## src/design/aur_cfg.svh

```systemverilog
// Address map, field positions, counts and response codes of the asynchronous receiver.
// Assumes byte addresses on a 32-bit AXI4-Lite data bus, one register per word.
`ifndef AUR_CFG_SVH
`define AUR_CFG_SVH
// ************************************************************
// Register byte addresses
// ************************************************************
`define AUR_ADDR_RSC 8'h00
`define AUR_ADDR_BAUD 8'h04
`define AUR_ADDR_DIVL 8'h08
`define AUR_ADDR_DIVH 8'h0c
`define AUR_ADDR_DATA 8'h10
`define AUR_ADDR_ISTAT 8'h14
`define AUR_ADDR_IMASK 8'h18
// ************************************************************
// Field positions
// ************************************************************
`define AUR_RSC_SERIAL_PORT_ENABLE 7
`define AUR_RSC_RX9 6
`define AUR_RSC_SYNC 5
`define AUR_RSC_CONTINUOUS_RX_ENABLE 4
`define AUR_RSC_FERR 2
`define AUR_RSC_OERR 1
`define AUR_RSC_RX9D 0
`define AUR_BAUD_INV 5
`define AUR_BAUD_WIDE 3
`define AUR_BAUD_HS 2
`define AUR_IRQ_RXC 0
`define AUR_IRQ_FERR 1
`define AUR_IRQ_OERR 2
// ************************************************************
// Counts and answers
// ************************************************************
`define AUR_OVERSAMPLE 16
`define AUR_VOTE_FIRST 4'h7
`define AUR_VOTE_LAST 4'h9
`define AUR_BITS_8 4'h7
`define AUR_BITS_9 4'h8
`define AUR_RESP_OKAY 2'h0
`define AUR_RESP_SLVERR 2'h2
`endif

```

## src/design/aur_pkg.sv

```systemverilog
// Types shared by the asynchronous receiver files.
// Assumes aur_cfg.svh supplies the numeric constants.
package aur_pkg;
  // Port and frame control bits.
  typedef struct packed {
    logic serial_port_enable;
    logic rx9;
    logic sync;
    logic continuous_rx_enable;
  } aur_ctrl_t;
  // Baud generator and line settings.
  typedef struct packed {
    logic inv;
    logic wide;
    logic hs;
    logic [15:0] div;
  } aur_baud_t;
  // Frame assembly states, Gray coded along start, data, stop.
  typedef enum logic [1:0] {
    AUR_ST_START = 2'b00,
    AUR_ST_DATA = 2'b01,
    AUR_ST_STOP = 2'b11
  } aur_state_t;
  // Received word held for software.
  typedef struct packed {
    logic full;
    logic ferr;
    logic oerr;
    logic [8:0] data;
  } aur_buf_t;
endpackage

```

## src/design/aur_rx_recovery.sv

```systemverilog
// Data recovery shifter: finds the start edge and resolves each bit from x16 samples.
// Assumes tick pulses at sixteen times the baud rate and line is already polarity corrected.
`timescale 1ns/1ns
`include "aur_cfg.svh"
module aur_rx_recovery #(
  parameter int OVS = `AUR_OVERSAMPLE
) (
  // Clock and reset.
  input wire logic aclk,
  input wire logic aresetn,
  // Sampling control.
  input wire logic tick,
  input wire logic rearm,
  input wire logic line,
  // Resolved bits.
  output logic bit_stb,
  output logic bit_val
);
  localparam int SW = $clog2(OVS);
  logic run_q, run_d;
  logic [SW-1:0] sub_q, sub_d;
  logic [1:0] vote_q, vote_d;
  logic stb_d, val_q, val_d;

  // Next state: hunt for a low level, then count sixteen samples per bit and vote on the middle three.
  always_comb begin
    run_d = run_q;
    sub_d = sub_q;
    vote_d = vote_q;
    stb_d = 1'b0;
    val_d = val_q;
    if (rearm) begin
      run_d = 1'b0;
    end else if (tick) begin
      if (!run_q) begin
        if (!line) begin
          run_d = 1'b1;
          sub_d = '0;
          vote_d = 2'h0;
        end
      end else begin
        if (sub_q >= SW'(`AUR_VOTE_FIRST) && sub_q <= SW'(`AUR_VOTE_LAST) && line) begin
          vote_d = vote_q + 2'h1;
        end
        sub_d = SW'(sub_q + 1'b1);
        if (sub_q == SW'(OVS - 1)) begin
          stb_d = 1'b1;
          val_d = (vote_d >= 2'h2);
          vote_d = 2'h0;
        end
      end
    end
  end

  // State registers.
  always_ff @(posedge aclk) begin
    if (!aresetn) begin
      run_q <= 1'b0;
      sub_q <= '0;
      vote_q <= 2'h0;
      bit_stb <= 1'b0;
      val_q <= 1'b1;
    end else begin
      run_q <= run_d;
      sub_q <= sub_d;
      vote_q <= vote_d;
      bit_stb <= stb_d;
      val_q <= val_d;
    end
  end

  assign bit_val = val_q;

  // A resolved bit never appears while hunting for a start edge.
  a_strobe_in_run: assert property (@(posedge aclk) disable iff (!aresetn)
    bit_stb |-> $past(run_q)) else $error("bit strobe without running frame");
endmodule

```

## src/design/aur_rx_top.sv

```systemverilog
// Asynchronous serial receiver with baud divisor, AXI4-Lite registers and one interrupt.
// Assumes serial_input_pin is synchronous to aclk and idles high after polarity correction.
//
// Function
// Recover each bit by sampling the line at sixteen times the baud rate.
// Shift the frame register once per resolved bit period.
// Invert the incoming line before recovery when the polarity bit is set.
// Port runs asynchronously only with sync mode clear and port enabled.
// Software loads divisors and speed bits before enabling reception.
// Receive nine data bits when ninth-bit enable is set, else eight.
// Accept frames only while continuous receive enable is set.
// Set the complete flag per frame; interrupt only when enabled.
// Show ninth data bit and error flags in the status register.
// Give the low eight data bits in the data buffer register.
// Clearing continuous receive enable clears latched reception errors.
// Software sets global and peripheral interrupt enables in its controller.
// Low speed, divisor 207, 4 MHz clock gives 0.300 K baud.
// High speed, divisor 207, 4 MHz clock gives 1.202 K baud.
// Baud is clock over 64(n+1) low speed, 16(n+1) high speed.
// Frame is low start, LSB-first data, high stop; low stop is framing error.
`timescale 1ns/1ns
`include "aur_cfg.svh"
module aur_rx_top #(
  parameter int ADDR_W = 8
) (
  // Clock and reset.
  input wire logic aclk,
  input wire logic aresetn,
  // AXI4-Lite write channels.
  input wire logic [ADDR_W-1:0] awaddr,
  input wire logic awvalid,
  output logic awready,
  input wire logic [31:0] wdata,
  input wire logic [3:0] wstrb,
  input wire logic wvalid,
  output logic wready,
  output logic [1:0] bresp,
  output logic bvalid,
  input wire logic bready,
  // AXI4-Lite read channels.
  input wire logic [ADDR_W-1:0] araddr,
  input wire logic arvalid,
  output logic arready,
  output logic [31:0] rdata,
  output logic [1:0] rresp,
  output logic rvalid,
  input wire logic rready,
  // Serial line and interrupt.
  input wire logic serial_input_pin,
  output logic irq
);
  // ************************************************************
  // Declarations
  // ************************************************************
  aur_pkg::aur_ctrl_t ctrl_q, ctrl_d;
  aur_pkg::aur_baud_t baud_q, baud_d;
  aur_pkg::aur_buf_t buf_q, buf_d;
  aur_pkg::aur_state_t state_q, state_d;
  logic [2:0] stat_q, stat_d, mask_q, mask_d, stat_set, stat_clr;
  logic [17:0] cnt_q, cnt_d, reload;
  logic [8:0] shift_q, shift_d;
  logic [3:0] nbit_q, nbit_d;
  logic port_on, rx_on, tick, line, bit_stb, bit_val, rearm, frame_done;
  logic [ADDR_W-1:0] aw_q, aw_d;
  logic [7:0] wd_q, wd_d;
  logic have_aw_q, have_aw_d, have_w_q, have_w_d, wen_q, wen_d;
  logic bvalid_d, rvalid_d, do_write, do_read;
  logic [1:0] bresp_d, rresp_d;
  logic [31:0] rdata_d;

  // ************************************************************
  // Baud generator and line
  // ************************************************************
  // The port is live only in asynchronous mode with the port enabled.
  assign port_on = ctrl_q.serial_port_enable && !ctrl_q.sync;
  assign rx_on = port_on && ctrl_q.continuous_rx_enable;
  assign line = serial_input_pin ^ baud_q.inv;

  // Sample tick every n+1 clocks at high speed or wide divisor, else every 4(n+1).
  always_comb begin
    if (baud_q.hs || baud_q.wide) begin
      reload = {2'b00, (baud_q.wide ? baud_q.div : {8'h00, baud_q.div[7:0]})};
    end else begin
      reload = {8'h00, baud_q.div[7:0], 2'b11};
    end
    tick = port_on && (cnt_q == 18'h00000);
    cnt_d = cnt_q;
    if (!port_on || tick) begin
      cnt_d = reload;
    end else begin
      cnt_d = cnt_q - 18'h00001;
    end
  end

  aur_rx_recovery #(
    .OVS(`AUR_OVERSAMPLE)
  ) u_recovery (
    .aclk(aclk),
    .aresetn(aresetn),
    .tick(tick),
    .rearm(rearm),
    .line(line),
    .bit_stb(bit_stb),
    .bit_val(bit_val)
  );

  // ************************************************************
  // Frame assembly
  // ************************************************************
  // Check the start bit, shift data LSB first, then judge the stop bit.
  always_comb begin
    state_d = state_q;
    shift_d = shift_q;
    nbit_d = nbit_q;
    rearm = !rx_on;
    frame_done = 1'b0;
    if (!rx_on) begin
      state_d = aur_pkg::AUR_ST_START;
    end else if (bit_stb) begin
      case (state_q)
        aur_pkg::AUR_ST_START: begin
          if (!bit_val) begin
            state_d = aur_pkg::AUR_ST_DATA;
            nbit_d = 4'h0;
          end else begin
            rearm = 1'b1;
          end
        end
        aur_pkg::AUR_ST_DATA: begin
          shift_d = {bit_val, shift_q[8:1]};
          nbit_d = nbit_q + 4'h1;
          if (nbit_q == (ctrl_q.rx9 ? `AUR_BITS_9 : `AUR_BITS_8)) begin
            state_d = aur_pkg::AUR_ST_STOP;
          end
        end
        aur_pkg::AUR_ST_STOP: begin
          frame_done = 1'b1;
          rearm = 1'b1;
          state_d = aur_pkg::AUR_ST_START;
        end
        default: begin
          rearm = 1'b1;
          state_d = aur_pkg::AUR_ST_START;
        end
      endcase
    end
  end

  // ************************************************************
  // Receive buffer, status and interrupt
  // ************************************************************
  // Load a finished frame unless the previous one is unread; errors clear with reception.
  always_comb begin
    buf_d = buf_q;
    stat_set = 3'h0;
    if (do_read && araddr == ADDR_W'(`AUR_ADDR_DATA)) begin
      buf_d.full = 1'b0;
    end
    if (frame_done) begin
      stat_set[`AUR_IRQ_RXC] = 1'b1;
      if (buf_q.full && !(do_read && araddr == ADDR_W'(`AUR_ADDR_DATA))) begin // A read in the same cycle frees it.
        buf_d.oerr = 1'b1;
        stat_set[`AUR_IRQ_OERR] = 1'b1;
      end else begin
        buf_d.full = 1'b1;
        buf_d.ferr = !bit_val;
        buf_d.data = ctrl_q.rx9 ? shift_q : {1'b0, shift_q[8:1]};
        stat_set[`AUR_IRQ_FERR] = !bit_val;
      end
    end
    if (!ctrl_q.continuous_rx_enable) begin
      buf_d.oerr = 1'b0;
      buf_d.ferr = 1'b0;
    end
    stat_clr = (wen_q && aw_q == ADDR_W'(`AUR_ADDR_ISTAT)) ? wd_q[2:0] : 3'h0;
    stat_d = (stat_q & ~stat_clr) | stat_set;
  end

  assign irq = |(stat_q & mask_q);

  // ************************************************************
  // AXI4-Lite slave
  // ************************************************************
  // Address and data are latched in either order; the write lands once both are held.
  assign awready = !have_aw_q && !bvalid;
  assign wready = !have_w_q && !bvalid;
  assign arready = !rvalid;
  assign do_write = have_aw_q && have_w_q && !bvalid;
  assign do_read = arvalid && arready;

  always_comb begin
    aw_d = aw_q;
    wd_d = wd_q;
    have_aw_d = have_aw_q;
    have_w_d = have_w_q;
    bvalid_d = bvalid && !bready;
    bresp_d = bresp;
    wen_d = 1'b0;
    ctrl_d = ctrl_q;
    baud_d = baud_q;
    mask_d = mask_q;
    if (awvalid && awready) begin
      aw_d = awaddr;
      have_aw_d = 1'b1;
    end
    if (wvalid && wready) begin
      wd_d = wstrb[0] ? wdata[7:0] : 8'h00;
      have_w_d = 1'b1;
    end
    if (do_write) begin
      have_aw_d = 1'b0;
      have_w_d = 1'b0;
      bvalid_d = 1'b1;
      bresp_d = `AUR_RESP_OKAY;
      wen_d = 1'b1;
      case (aw_q)
        ADDR_W'(`AUR_ADDR_RSC): begin
          ctrl_d = {wd_q[`AUR_RSC_SERIAL_PORT_ENABLE], wd_q[`AUR_RSC_RX9], wd_q[`AUR_RSC_SYNC], wd_q[`AUR_RSC_CONTINUOUS_RX_ENABLE]};
        end
        ADDR_W'(`AUR_ADDR_BAUD): begin
          baud_d.inv = wd_q[`AUR_BAUD_INV];
          baud_d.wide = wd_q[`AUR_BAUD_WIDE];
          baud_d.hs = wd_q[`AUR_BAUD_HS];
        end
        ADDR_W'(`AUR_ADDR_DIVL): baud_d.div[7:0] = wd_q;
        ADDR_W'(`AUR_ADDR_DIVH): baud_d.div[15:8] = wd_q;
        ADDR_W'(`AUR_ADDR_IMASK): mask_d = wd_q[2:0];
        ADDR_W'(`AUR_ADDR_ISTAT), ADDR_W'(`AUR_ADDR_DATA): bresp_d = `AUR_RESP_OKAY;
        default: bresp_d = `AUR_RESP_SLVERR;
      endcase
    end
  end

  // Read data are captured at the address handshake; unmapped reads answer zero with an error.
  always_comb begin
    rvalid_d = rvalid && !rready;
    rdata_d = rdata;
    rresp_d = rresp;
    if (do_read) begin
      rvalid_d = 1'b1;
      rresp_d = `AUR_RESP_OKAY;
      rdata_d = 32'h00000000;
      case (araddr)
        ADDR_W'(`AUR_ADDR_RSC): begin
          rdata_d[`AUR_RSC_SERIAL_PORT_ENABLE] = ctrl_q.serial_port_enable;
          rdata_d[`AUR_RSC_RX9] = ctrl_q.rx9;
          rdata_d[`AUR_RSC_SYNC] = ctrl_q.sync;
          rdata_d[`AUR_RSC_CONTINUOUS_RX_ENABLE] = ctrl_q.continuous_rx_enable;
          rdata_d[`AUR_RSC_FERR] = buf_q.ferr;
          rdata_d[`AUR_RSC_OERR] = buf_q.oerr;
          rdata_d[`AUR_RSC_RX9D] = buf_q.data[8];
        end
        ADDR_W'(`AUR_ADDR_BAUD): begin
          rdata_d[`AUR_BAUD_INV] = baud_q.inv;
          rdata_d[`AUR_BAUD_WIDE] = baud_q.wide;
          rdata_d[`AUR_BAUD_HS] = baud_q.hs;
        end
        ADDR_W'(`AUR_ADDR_DIVL): rdata_d[7:0] = baud_q.div[7:0];
        ADDR_W'(`AUR_ADDR_DIVH): rdata_d[7:0] = baud_q.div[15:8];
        ADDR_W'(`AUR_ADDR_DATA): rdata_d[7:0] = buf_q.data[7:0];
        ADDR_W'(`AUR_ADDR_ISTAT): rdata_d[2:0] = stat_q;
        ADDR_W'(`AUR_ADDR_IMASK): rdata_d[2:0] = mask_q;
        default: rresp_d = `AUR_RESP_SLVERR;
      endcase
    end
  end

  // ************************************************************
  // Registers
  // ************************************************************
  // All state of the block except the recovery shifter, cleared by the synchronous reset.
  always_ff @(posedge aclk) begin
    if (!aresetn) begin
      ctrl_q <= '0;
      baud_q <= '0;
      buf_q <= '0;
      state_q <= aur_pkg::AUR_ST_START;
      stat_q <= 3'h0;
      mask_q <= 3'h0;
      cnt_q <= 18'h00000;
      shift_q <= 9'h000;
      nbit_q <= 4'h0;
      aw_q <= '0;
      wd_q <= 8'h00;
      have_aw_q <= 1'b0;
      have_w_q <= 1'b0;
      wen_q <= 1'b0;
      bvalid <= 1'b0;
      bresp <= 2'h0;
      rvalid <= 1'b0;
      rdata <= 32'h00000000;
      rresp <= 2'h0;
    end else begin
      ctrl_q <= ctrl_d;
      baud_q <= baud_d;
      buf_q <= buf_d;
      state_q <= state_d;
      stat_q <= stat_d;
      mask_q <= mask_d;
      cnt_q <= cnt_d;
      shift_q <= shift_d;
      nbit_q <= nbit_d;
      aw_q <= aw_d;
      wd_q <= wd_d;
      have_aw_q <= have_aw_d;
      have_w_q <= have_w_d;
      wen_q <= wen_d;
      bvalid <= bvalid_d;
      bresp <= bresp_d;
      rvalid <= rvalid_d;
      rdata <= rdata_d;
      rresp <= rresp_d;
    end
  end

  // ************************************************************
  // Assertions
  // ************************************************************
  a_tick_low_speed: assert property (@(posedge aclk) disable iff (!aresetn || !port_on)
    (tick && !baud_q.hs && !baud_q.wide && baud_q.div[7:0] == 8'h00 && !do_write)
    |-> ##1 (!tick)[*3] ##1 tick) else $error("low speed tick spacing wrong");
  a_tick_high_speed: assert property (@(posedge aclk) disable iff (!aresetn || !port_on)
    (tick && baud_q.hs && !baud_q.wide && baud_q.div[7:0] == 8'h03 && !do_write)
    |-> ##1 (!tick)[*3] ##1 tick) else $error("high speed tick spacing wrong");
  a_port_gated: assert property (@(posedge aclk) disable iff (!aresetn)
    !port_on |-> !tick) else $error("tick while port disabled");
  a_no_frame_off: assert property (@(posedge aclk) disable iff (!aresetn)
    !rx_on |-> !frame_done && state_d == aur_pkg::AUR_ST_START) else $error("frame while reception off");
  a_data_length: assert property (@(posedge aclk) disable iff (!aresetn)
    (state_q == aur_pkg::AUR_ST_DATA && bit_stb && rx_on && nbit_q == (ctrl_q.rx9 ? 4'h8 : 4'h7))
    |=> state_q == aur_pkg::AUR_ST_STOP) else $error("wrong data bit count");
  a_shift_hold: assert property (@(posedge aclk) disable iff (!aresetn)
    !bit_stb |=> $stable(shift_q)) else $error("shift without resolved bit");
  a_flag_on_done: assert property (@(posedge aclk) disable iff (!aresetn)
    frame_done |=> stat_q[`AUR_IRQ_RXC]) else $error("complete flag not set");
  a_irq_masked: assert property (@(posedge aclk) disable iff (!aresetn)
    (mask_q == 3'h0) |-> !irq) else $error("interrupt while masked");
  a_frame_error: assert property (@(posedge aclk) disable iff (!aresetn)
    (frame_done && !buf_q.full && ctrl_q.continuous_rx_enable) |=> buf_q.full && buf_q.ferr == !$past(bit_val))
    else $error("framing error not captured");
  a_error_clear: assert property (@(posedge aclk) disable iff (!aresetn)
    !ctrl_q.continuous_rx_enable |=> !buf_q.oerr && !buf_q.ferr) else $error("errors kept after disable");
endmodule

```

## config.mk

```make
export PLATFORM = sky130hd
export DESIGN_NAME = aur_rx_top
export DESIGN_NICKNAME = d
export VERILOG_FILES = /design/src/design/aur_pkg.sv /design/src/design/aur_rx_recovery.sv /design/src/design/aur_rx_top.sv
export VERILOG_INCLUDE_DIRS = /design/src /design/src/design
export SDC_FILE = /design/constraint.sdc
export NUM_CORES = 1
export LEC_CHECK = 0
export ABC_CLOCK_PERIOD_IN_PS = 3700
export BUFFER_PORTS_ARGS = -buffer_cell sky130_fd_sc_hd__clkbuf_2
export CORE_ASPECT_RATIO = 0.75
export CORE_UTILIZATION = 40
export DETAILED_ROUTE_END_ITERATION = 8
export GPL_TIMING_DRIVEN = 1
export MAX_ROUTING_LAYER = met4
export SKIP_CTS_REPAIR_TIMING = 1
export SLEW_MARGIN = 25
export SYNTH_ARGS = -nofsm -noshare
export SYNTH_HDL_FRONTEND = slang
export SYNTH_SLANG_ARGS = --single-unit
```

## constraint.sdc

```tcl
create_clock -name aclk -period 3.7 [get_ports aclk]
set_input_delay 0.925 -clock aclk [delete_from_list [all_inputs] [get_ports aclk]]
set_output_delay 0.925 -clock aclk [all_outputs]
set_load 0.005 [all_outputs]
```

==> metrics.csv, run 1 <==
stage,metric,value,unit
status,status,completed,
synthesis,top post-synthesis cells by area,"dfxtp_1 (42%), mux2i_1 (6.8%), nand2_1 (5.2%)",
worst_hold_path,worst min path class,flip-flop to flip-flop,
critical_path,"slowest stage delay, CP",0.48,ns
final_layout,n_diodes,0,
synthesis,largest area contributor in the netlist,dfxtp_1,
detailed_routing,total length of routed wires,13.45,mm
final_layout,post-layout util,0.4798,
synthesis,Most used DFF post-synth,dfxtp_1,
cts,clock sinks,114,
critical_path,critical path type,input pin to flip-flop,
detailed_routing,Remaining DRCs,0,
detailed_routing,router iterations before antenna repair,5,
die,I/O pin count,102,
global_route,initial antenna violation count,0,
synthesis,Commonest cells post-synth,"dfxtp_1 (114), nand2_1 (75), nor2_1 (55)",
die,die area,14000,sq um
cts,"Reg clk slew, reported paths",0.06,ns
synthesis,cell count after synthesis,637,
detailed_routing,Via density,5.352,
critical_path,slowest library cell on the worst path,or3b_2,
final_layout,final instance area,6289,sq um
detailed_routing,via count,4619,
synthesis,YS warnings,0,
cts,Skew-Pair Late Insertion Delay,0.42,ns
critical_path,CP max FO,21,
place,Placer Congestion,0.8603,
detailed_routing,Final ANT Viol Nets,0,
global_route,gr ovfl total,0,
final_layout,NumNets Final,744,
synthesis,synthesized area,5410,sq um
pwr,maximum vdd drop,0.3129,mV
sta,Hold Fails Final Rpt,0,
detailed_routing,DR WL/cell,15.59,um
place,placed cell areas,5700,sq um
synthesis,"Avg Cell Area, Syn",8.493,sq um
synthesis,"Seq/Total Area, Yosys",0.4218,
global_route,Global Route Usage Sum,0.2088,
pwr,PwrDens,482.8,nW/um^2
synthesis,Async SR Flop Fraction,0,
critical_path,worst endpoint data arrival time,2.88,ns
sta,minimum clock period after layout,2.547,ns
place,hpwl dp,9.761,mm
synthesis,"EDFF count, synth",0,
die,Core Area,13110,sq um
sta,Relative slew margins,0.4654,
critical_path,Worst Setup End Kind,flip-flop,
global_route,first-pass GRT wire length,21.27,mm
place,IO Port Bufs,48,
sta,Worst Skew,0.009666,ns
sta,fin. max-slew vios,0,
sta,Tightest Pin Transition,0.7990,ns
synthesis,Unique masters post-synth,57,
sta,Max Freq,392.6,MHz
final_layout,area delta synth->final,16.23,%
cts,TritonCTS Buffers,17,
final_layout,fill cell count,1241,
critical_path,CP Launch Type,input pin,
die,Die Height,102.7,um
global_route,largest net degree at the start of global routing,36,
sta,Final Setup Violations,0,
synthesis,top-count cell post-synth,dfxtp_1,
die,site row count,36,
sta,Tcrit/Tclk final,0.6884,
critical_path,critical path required time,4.03,ns
run,max_cap viols,0,
place,dpl ws,0.7617,ns
die,Starting Density,0.4128,
sta,final hold slack,0.4478,ns
cts,TritonCTS clock tree,done,
critical_path,crit-path cells,"clkbuf_2, or3b_2, o41ai_1, nor2b_1, buf_4, nor2_1, a211oi_1",
detailed_routing,drt initial violations,306,
cts,H-tree Lvls,4,
cts,CTS max path bufs,2,
sta,unrepaired setup endpoints after global routing,no,
sta,smallest setup slack after layout,1.153,ns
sta,Fin Setup TNS,0,ns
final_layout,share of layout cells above drive strength 1,0.1503,
synthesis,Synth Register Bits,114,
die,Die Wd,136.3,um
pwr,leak pwr,2.380,nW
synthesis,top-area cell type share of the netlist area,0.4218,
global_route,number of global-route vias before repair,4145,
cts,clk root buf,clkbuf_16,
power breakdown:
| part | switching, mW | internal (mW) | leakage (nW) |
|---|---|---|---|
| sequential | 0.0182 | 1.25 | 0.922 |
| combinational | 0.0965 | 0.0551 | 1.18 |
| clock | 0.595 | 1.03 | 0.279 |
| total | 0.710 | 2.33 | 2.38 |
state kept, by name (all words and copies together), names as in the netlist, 4 cells and up:
register          count
aw_q                  8
baud_q               19
buf_q                12
cnt_q                18
ctrl_q                4
nbit_q                4
rdata                 8
shift_q               9
u_recovery.sub_q      4
wd_q                  8
per-layer routing:
| metal | vias to the layer above | routed length, um | GRT usage |
|---|---|---|---|
| met5 | - | 0 | - |
| met1 | 2165 | 6636 | 0.2850 |
| met3 | 12 | 813 | 0.05457 |
| met4 | 0 | 108 | 0.07094 |
| li1 | 2329 | - | - |
| met2 | 113 | 5895 | 0.2960 |
per-stage QoR:
stage	power, mW	cells
3_3_place_gp	1.437	831
4_1_cts	3.064	863
2_1_floorplan	1.406	662
3_5_place_dp	1.441	831
6_report	3.036	863
5_1_grt	3.148	863
cells in the final DEF, fill, tap and decap left out, types with 4 or more instances in the layout:
cell type / count
dfxtp_1: 114
nor2b_1: 11
or4_1: 5
a211oi_1: 25
nand3_1: 18
conb_1: 26
and2_1: 5
nand2b_1: 7
xnor2_1: 7
a22oi_1: 6
o21ai_0: 35
inv_1: 12
a21oi_1: 49
and3_1: 4
buf_4: 8
clkinvlp_4: 4
clkbuf_2: 48
nand4_1: 11
xor2_1: 6
nor4_1: 4
or3_1: 8
clkbuf_16: 17
nor2_1: 55
ha_1: 5
nor3_1: 16
mux2i_1: 37
nand2_1: 75
nor3b_1: 8
final timing paths:
kind	endpoint	from	slack, ns	cells past startpoint
worst min register to register	rdata[5]	rdata[5]	0.45	2
worst max-delay path	buf_q[3]	araddr[4]	1.15	7
worst min-delay path	rdata[5]	rdata[5]	0.45	2
worst max register to register	u_recovery.vote_q[0]	cnt_q[11]	1.16	5
critical path: cells and delay by family:
kind | cells | cell delay (ns)
buffers and inverters | 2 | 0.57
AND/OR/NAND/NOR | 3 | 0.74
AO/OA/AOI/OAI | 2 | 0.65
final cells by class:
class                      count  area (sq um)  share of cell area
timing repair buffer          56         300.3             0.04775
clock buffer                  20         456.7             0.07262
multi-input combinational    476          2851              0.4534
inverter                      14         52.55            0.008357
tap                          171         214.0             0.03402
clock inverter                12         131.4             0.02089
sequential                   114          2282              0.3629
cell families after synthesis:
| family | synth area share |
|---|---|
| flip-flops | 0.4218 |
| AND/OR/NAND/NOR | 0.2209 |
| other | 0.0006931 |
| adder cells (fa/ha/maj) | 0.01156 |
| XOR/XNOR | 0.02105 |
| multiplexers | 0.08094 |
| buffers and inverters | 0.06845 |
| AO/OA/AOI/OAI | 0.1746 |
(Power assumes the default switching activity.)
==> run 2: changes to the inputs <==
--- a/config.mk
+++ b/config.mk
@@ -6,7 +6,7 @@
 export SDC_FILE = /design/constraint.sdc
 export NUM_CORES = 1
 export LEC_CHECK = 0
-export ABC_CLOCK_PERIOD_IN_PS = 3700
+export ABC_CLOCK_PERIOD_IN_PS = 2100
 export BUFFER_PORTS_ARGS = -buffer_cell sky130_fd_sc_hd__clkbuf_2
 export CORE_ASPECT_RATIO = 0.75
 export CORE_UTILIZATION = 40
==> constraint.sdc (replaced) <==
create_clock -name aclk -period 2.1 [get_ports aclk]
set_input_delay 0.525 -clock aclk [delete_from_list [all_inputs] [get_ports aclk]]
set_output_delay 0.525 -clock aclk [all_outputs]
set_load 0.005 [all_outputs]
==> run 2 against run 1 <==
Against the previous run: worst hold slack lost 0.12 ns; via count rose by 4.6%; clock power increased by 91%; setup slack worse by 1.3 ns; critical path type is now flip-flop to flip-flop; the flow now finishes with violations (negative setup slack).
==> metrics.csv, run 2 (synthesized netlist as in run 1, its figures left out) <==
stage,metric,value,unit
global_route,first-pass GRT wire length,22.08,mm
critical_path,crit-path cells,"or3_4, or4_4, or4_4, or4_1, nand2_1",
place,IO Port Bufs,48,
critical_path,CP Launch Type,flip-flop,
global_route,gr ovfl total,0,
cts,clk root buf,clkbuf_16,
place,Inst Count DP,873,
final_layout,"most common cell after layout, fill and taps aside",dfxtp_1,
sta,Worst Skew,0.01170,ns
cts,TritonCTS Buffers,17,
global_route,Global Route Usage Sum,0.2146,
critical_path,"delay-heaviest family, CP",simple AND/OR/NAND/NOR gates,
sta,Max Freq,442.0,MHz
cts,CTS max path bufs,2,
detailed_routing,DR WL/cell,15.44,um
critical_path,critical path required time,2.45,ns
critical_path,worst endpoint data arrival time,2.61,ns
place,Placer Congestion,0.8892,
place,hpwl dp,10.19,mm
pwr,Combinational Power Share,0.055,
detailed_routing,via count,4833,
pwr,total design power,5.633,mW
global_route,largest net degree at the start of global routing,57,
critical_path,Crit path buffers/inverters,0,
final_layout,area delta synth->final,26.92,%
critical_path,"most used cell, CP",or4_4,
final_layout,n_diodes,0,
cts,H-tree Lvls,4,
sta,Tcrit/Tclk final,1.077,
pwr,Psw,1.194,mW
die,Starting Density,0.4128,
critical_path,slowest library cell on the worst path,or4_4,
pwr,PwrDens,820.4,nW/um^2
global_route,number of global-route vias before repair,4373,
sta,Hold Fails Final Rpt,0,
pwr,maximum vdd drop,0.5991,mV
global_route,initial antenna violation count,0,
worst_hold_path,worst min path class,input pin to flip-flop,
detailed_routing,drt initial violations,281,
cts,"Reg clk slew, reported paths",0.05,ns
die,die area,14000,sq um
cts,clock sinks,114,
detailed_routing,total length of routed wires,13.99,mm
detailed_routing,Remaining DRCs,0,
sta,Final Setup Violations,8,
place,placed cell areas,6081,sq um
die,site row count,36,
die,Die Height,102.7,um
run,max_cap viols,0,
sta,final hold slack,0.3286,ns
critical_path,CP max FO,3,
pwr,share of power burned in registers,0.396,
sta,smallest setup slack after layout,-0.1622,ns
cts,TritonCTS clock tree,done,
critical_path,"slowest stage delay, CP",0.52,ns
critical_path,Worst Setup End Kind,flip-flop,
detailed_routing,router iterations before antenna repair,4,
place,dpl ws,-0.2118,ns
final_layout,NumNets Final,789,
pwr,Clk pwr share,0.549,
cts,Skew-Pair Late Insertion Delay,0.41,ns
pwr,leak pwr,2.663,nW
sta,Tightest Pin Transition,1.039,ns
detailed_routing,Via density,5.334,
die,Core Area,13110,sq um
detailed_routing,Final ANT Viol Nets,0,
die,I/O pin count,102,
final_layout,final instance area,6867,sq um
final_layout,Finished Layout Cells,906,
sta,fin. max-slew vios,0,
sta,minimum clock period after layout,2.262,ns
sta,unrepaired setup endpoints after global routing,yes,
final_layout,Largest regs,"baud_q: 19 flops, cnt_q: 18 flops, buf_q: 12 flops",
final_layout,max FFs per register,19,
sta,Fin Setup TNS,-0.4707,ns
status,violated checks,negative setup slack,
sta,Relative slew margins,0.3048,
critical_path,critical path type,flip-flop to flip-flop,
status,status,finished with violations,
pwr,Sw Share,0.2119,
final_layout,post-layout util,0.5239,
final_layout,"commonest non-fill, non-tap cells in the layout","dfxtp_1 (111), nand2_1 (73), nor2_1 (55)",
final_layout,share of layout cells above drive strength 1,0.2395,
die,Die Wd,136.3,um
pwr,Pint,4.440,mW
final_layout,Largest Register,baud_q,
==> run 2: cell count changes in the layout (fill, tap and decap cells not counted), sizes merged <==
cell      previous run  this run
o21a                 3         4
buf                  8        52
clkinv               5         4
clkinvlp             4         2
inv                 15        13
bufinv               2         5
==> run 2: per-layer routing <==
| metal | part of all wire | global-route usage |
|---|---|---|
| met1 | 0.49 | 0.2932 |
| met2 | 0.44 | 0.3053 |
| met3 | 0.055 | 0.04671 |
| met4 | 0.012 | 0.08632 |
| met5 | 0 | - |
==> run 2: power groups by stage <==
stage | Combinational [mW] | Sequential, mW | Clock [mW]
6_report | 0.312 | 2.23 | 3.09
3_3_place_gp | 0.291 | 2.27 | 0
2_1_floorplan | 0.220 | 2.26 | 0
5_1_grt | 0.350 | 2.23 | 3.26
3_5_place_dp | 0.300 | 2.27 | 0
4_1_cts | 0.302 | 2.23 | 3.15
==> run 2: worst reg2reg max path, cell delays in order (launching register included) <==
cell     delay [ns]
dfxtp_2        0.32
or3_4          0.38
or4_4          0.52
or4_4          0.44
or4_1          0.48
nand2_1        0.08
==> run 2: worst paths after layout <==
kind | from | endpoint | slack (ns) | cells past startpoint
hold reg to reg | rdata[0] | rdata[0] | 0.45 | 2
hold / removal | awaddr[7] | aw_q[7] | 0.33 | 3
setup / recovery | cnt_q[13] | u_recovery.vote_q[0] | -0.16 | 5
setup reg to reg | cnt_q[13] | u_recovery.vote_q[0] | -0.16 | 5
==> run 2: cell type report <==
class                      count  area [sq um]
multi-input combinational    477          3019
clock buffer                  20         446.7
timing repair buffer         100         664.4
fill                        1198          6241
inverter                      14         52.55
clock inverter                10         183.9
sequential                   114          2286
tap                          171         214.0
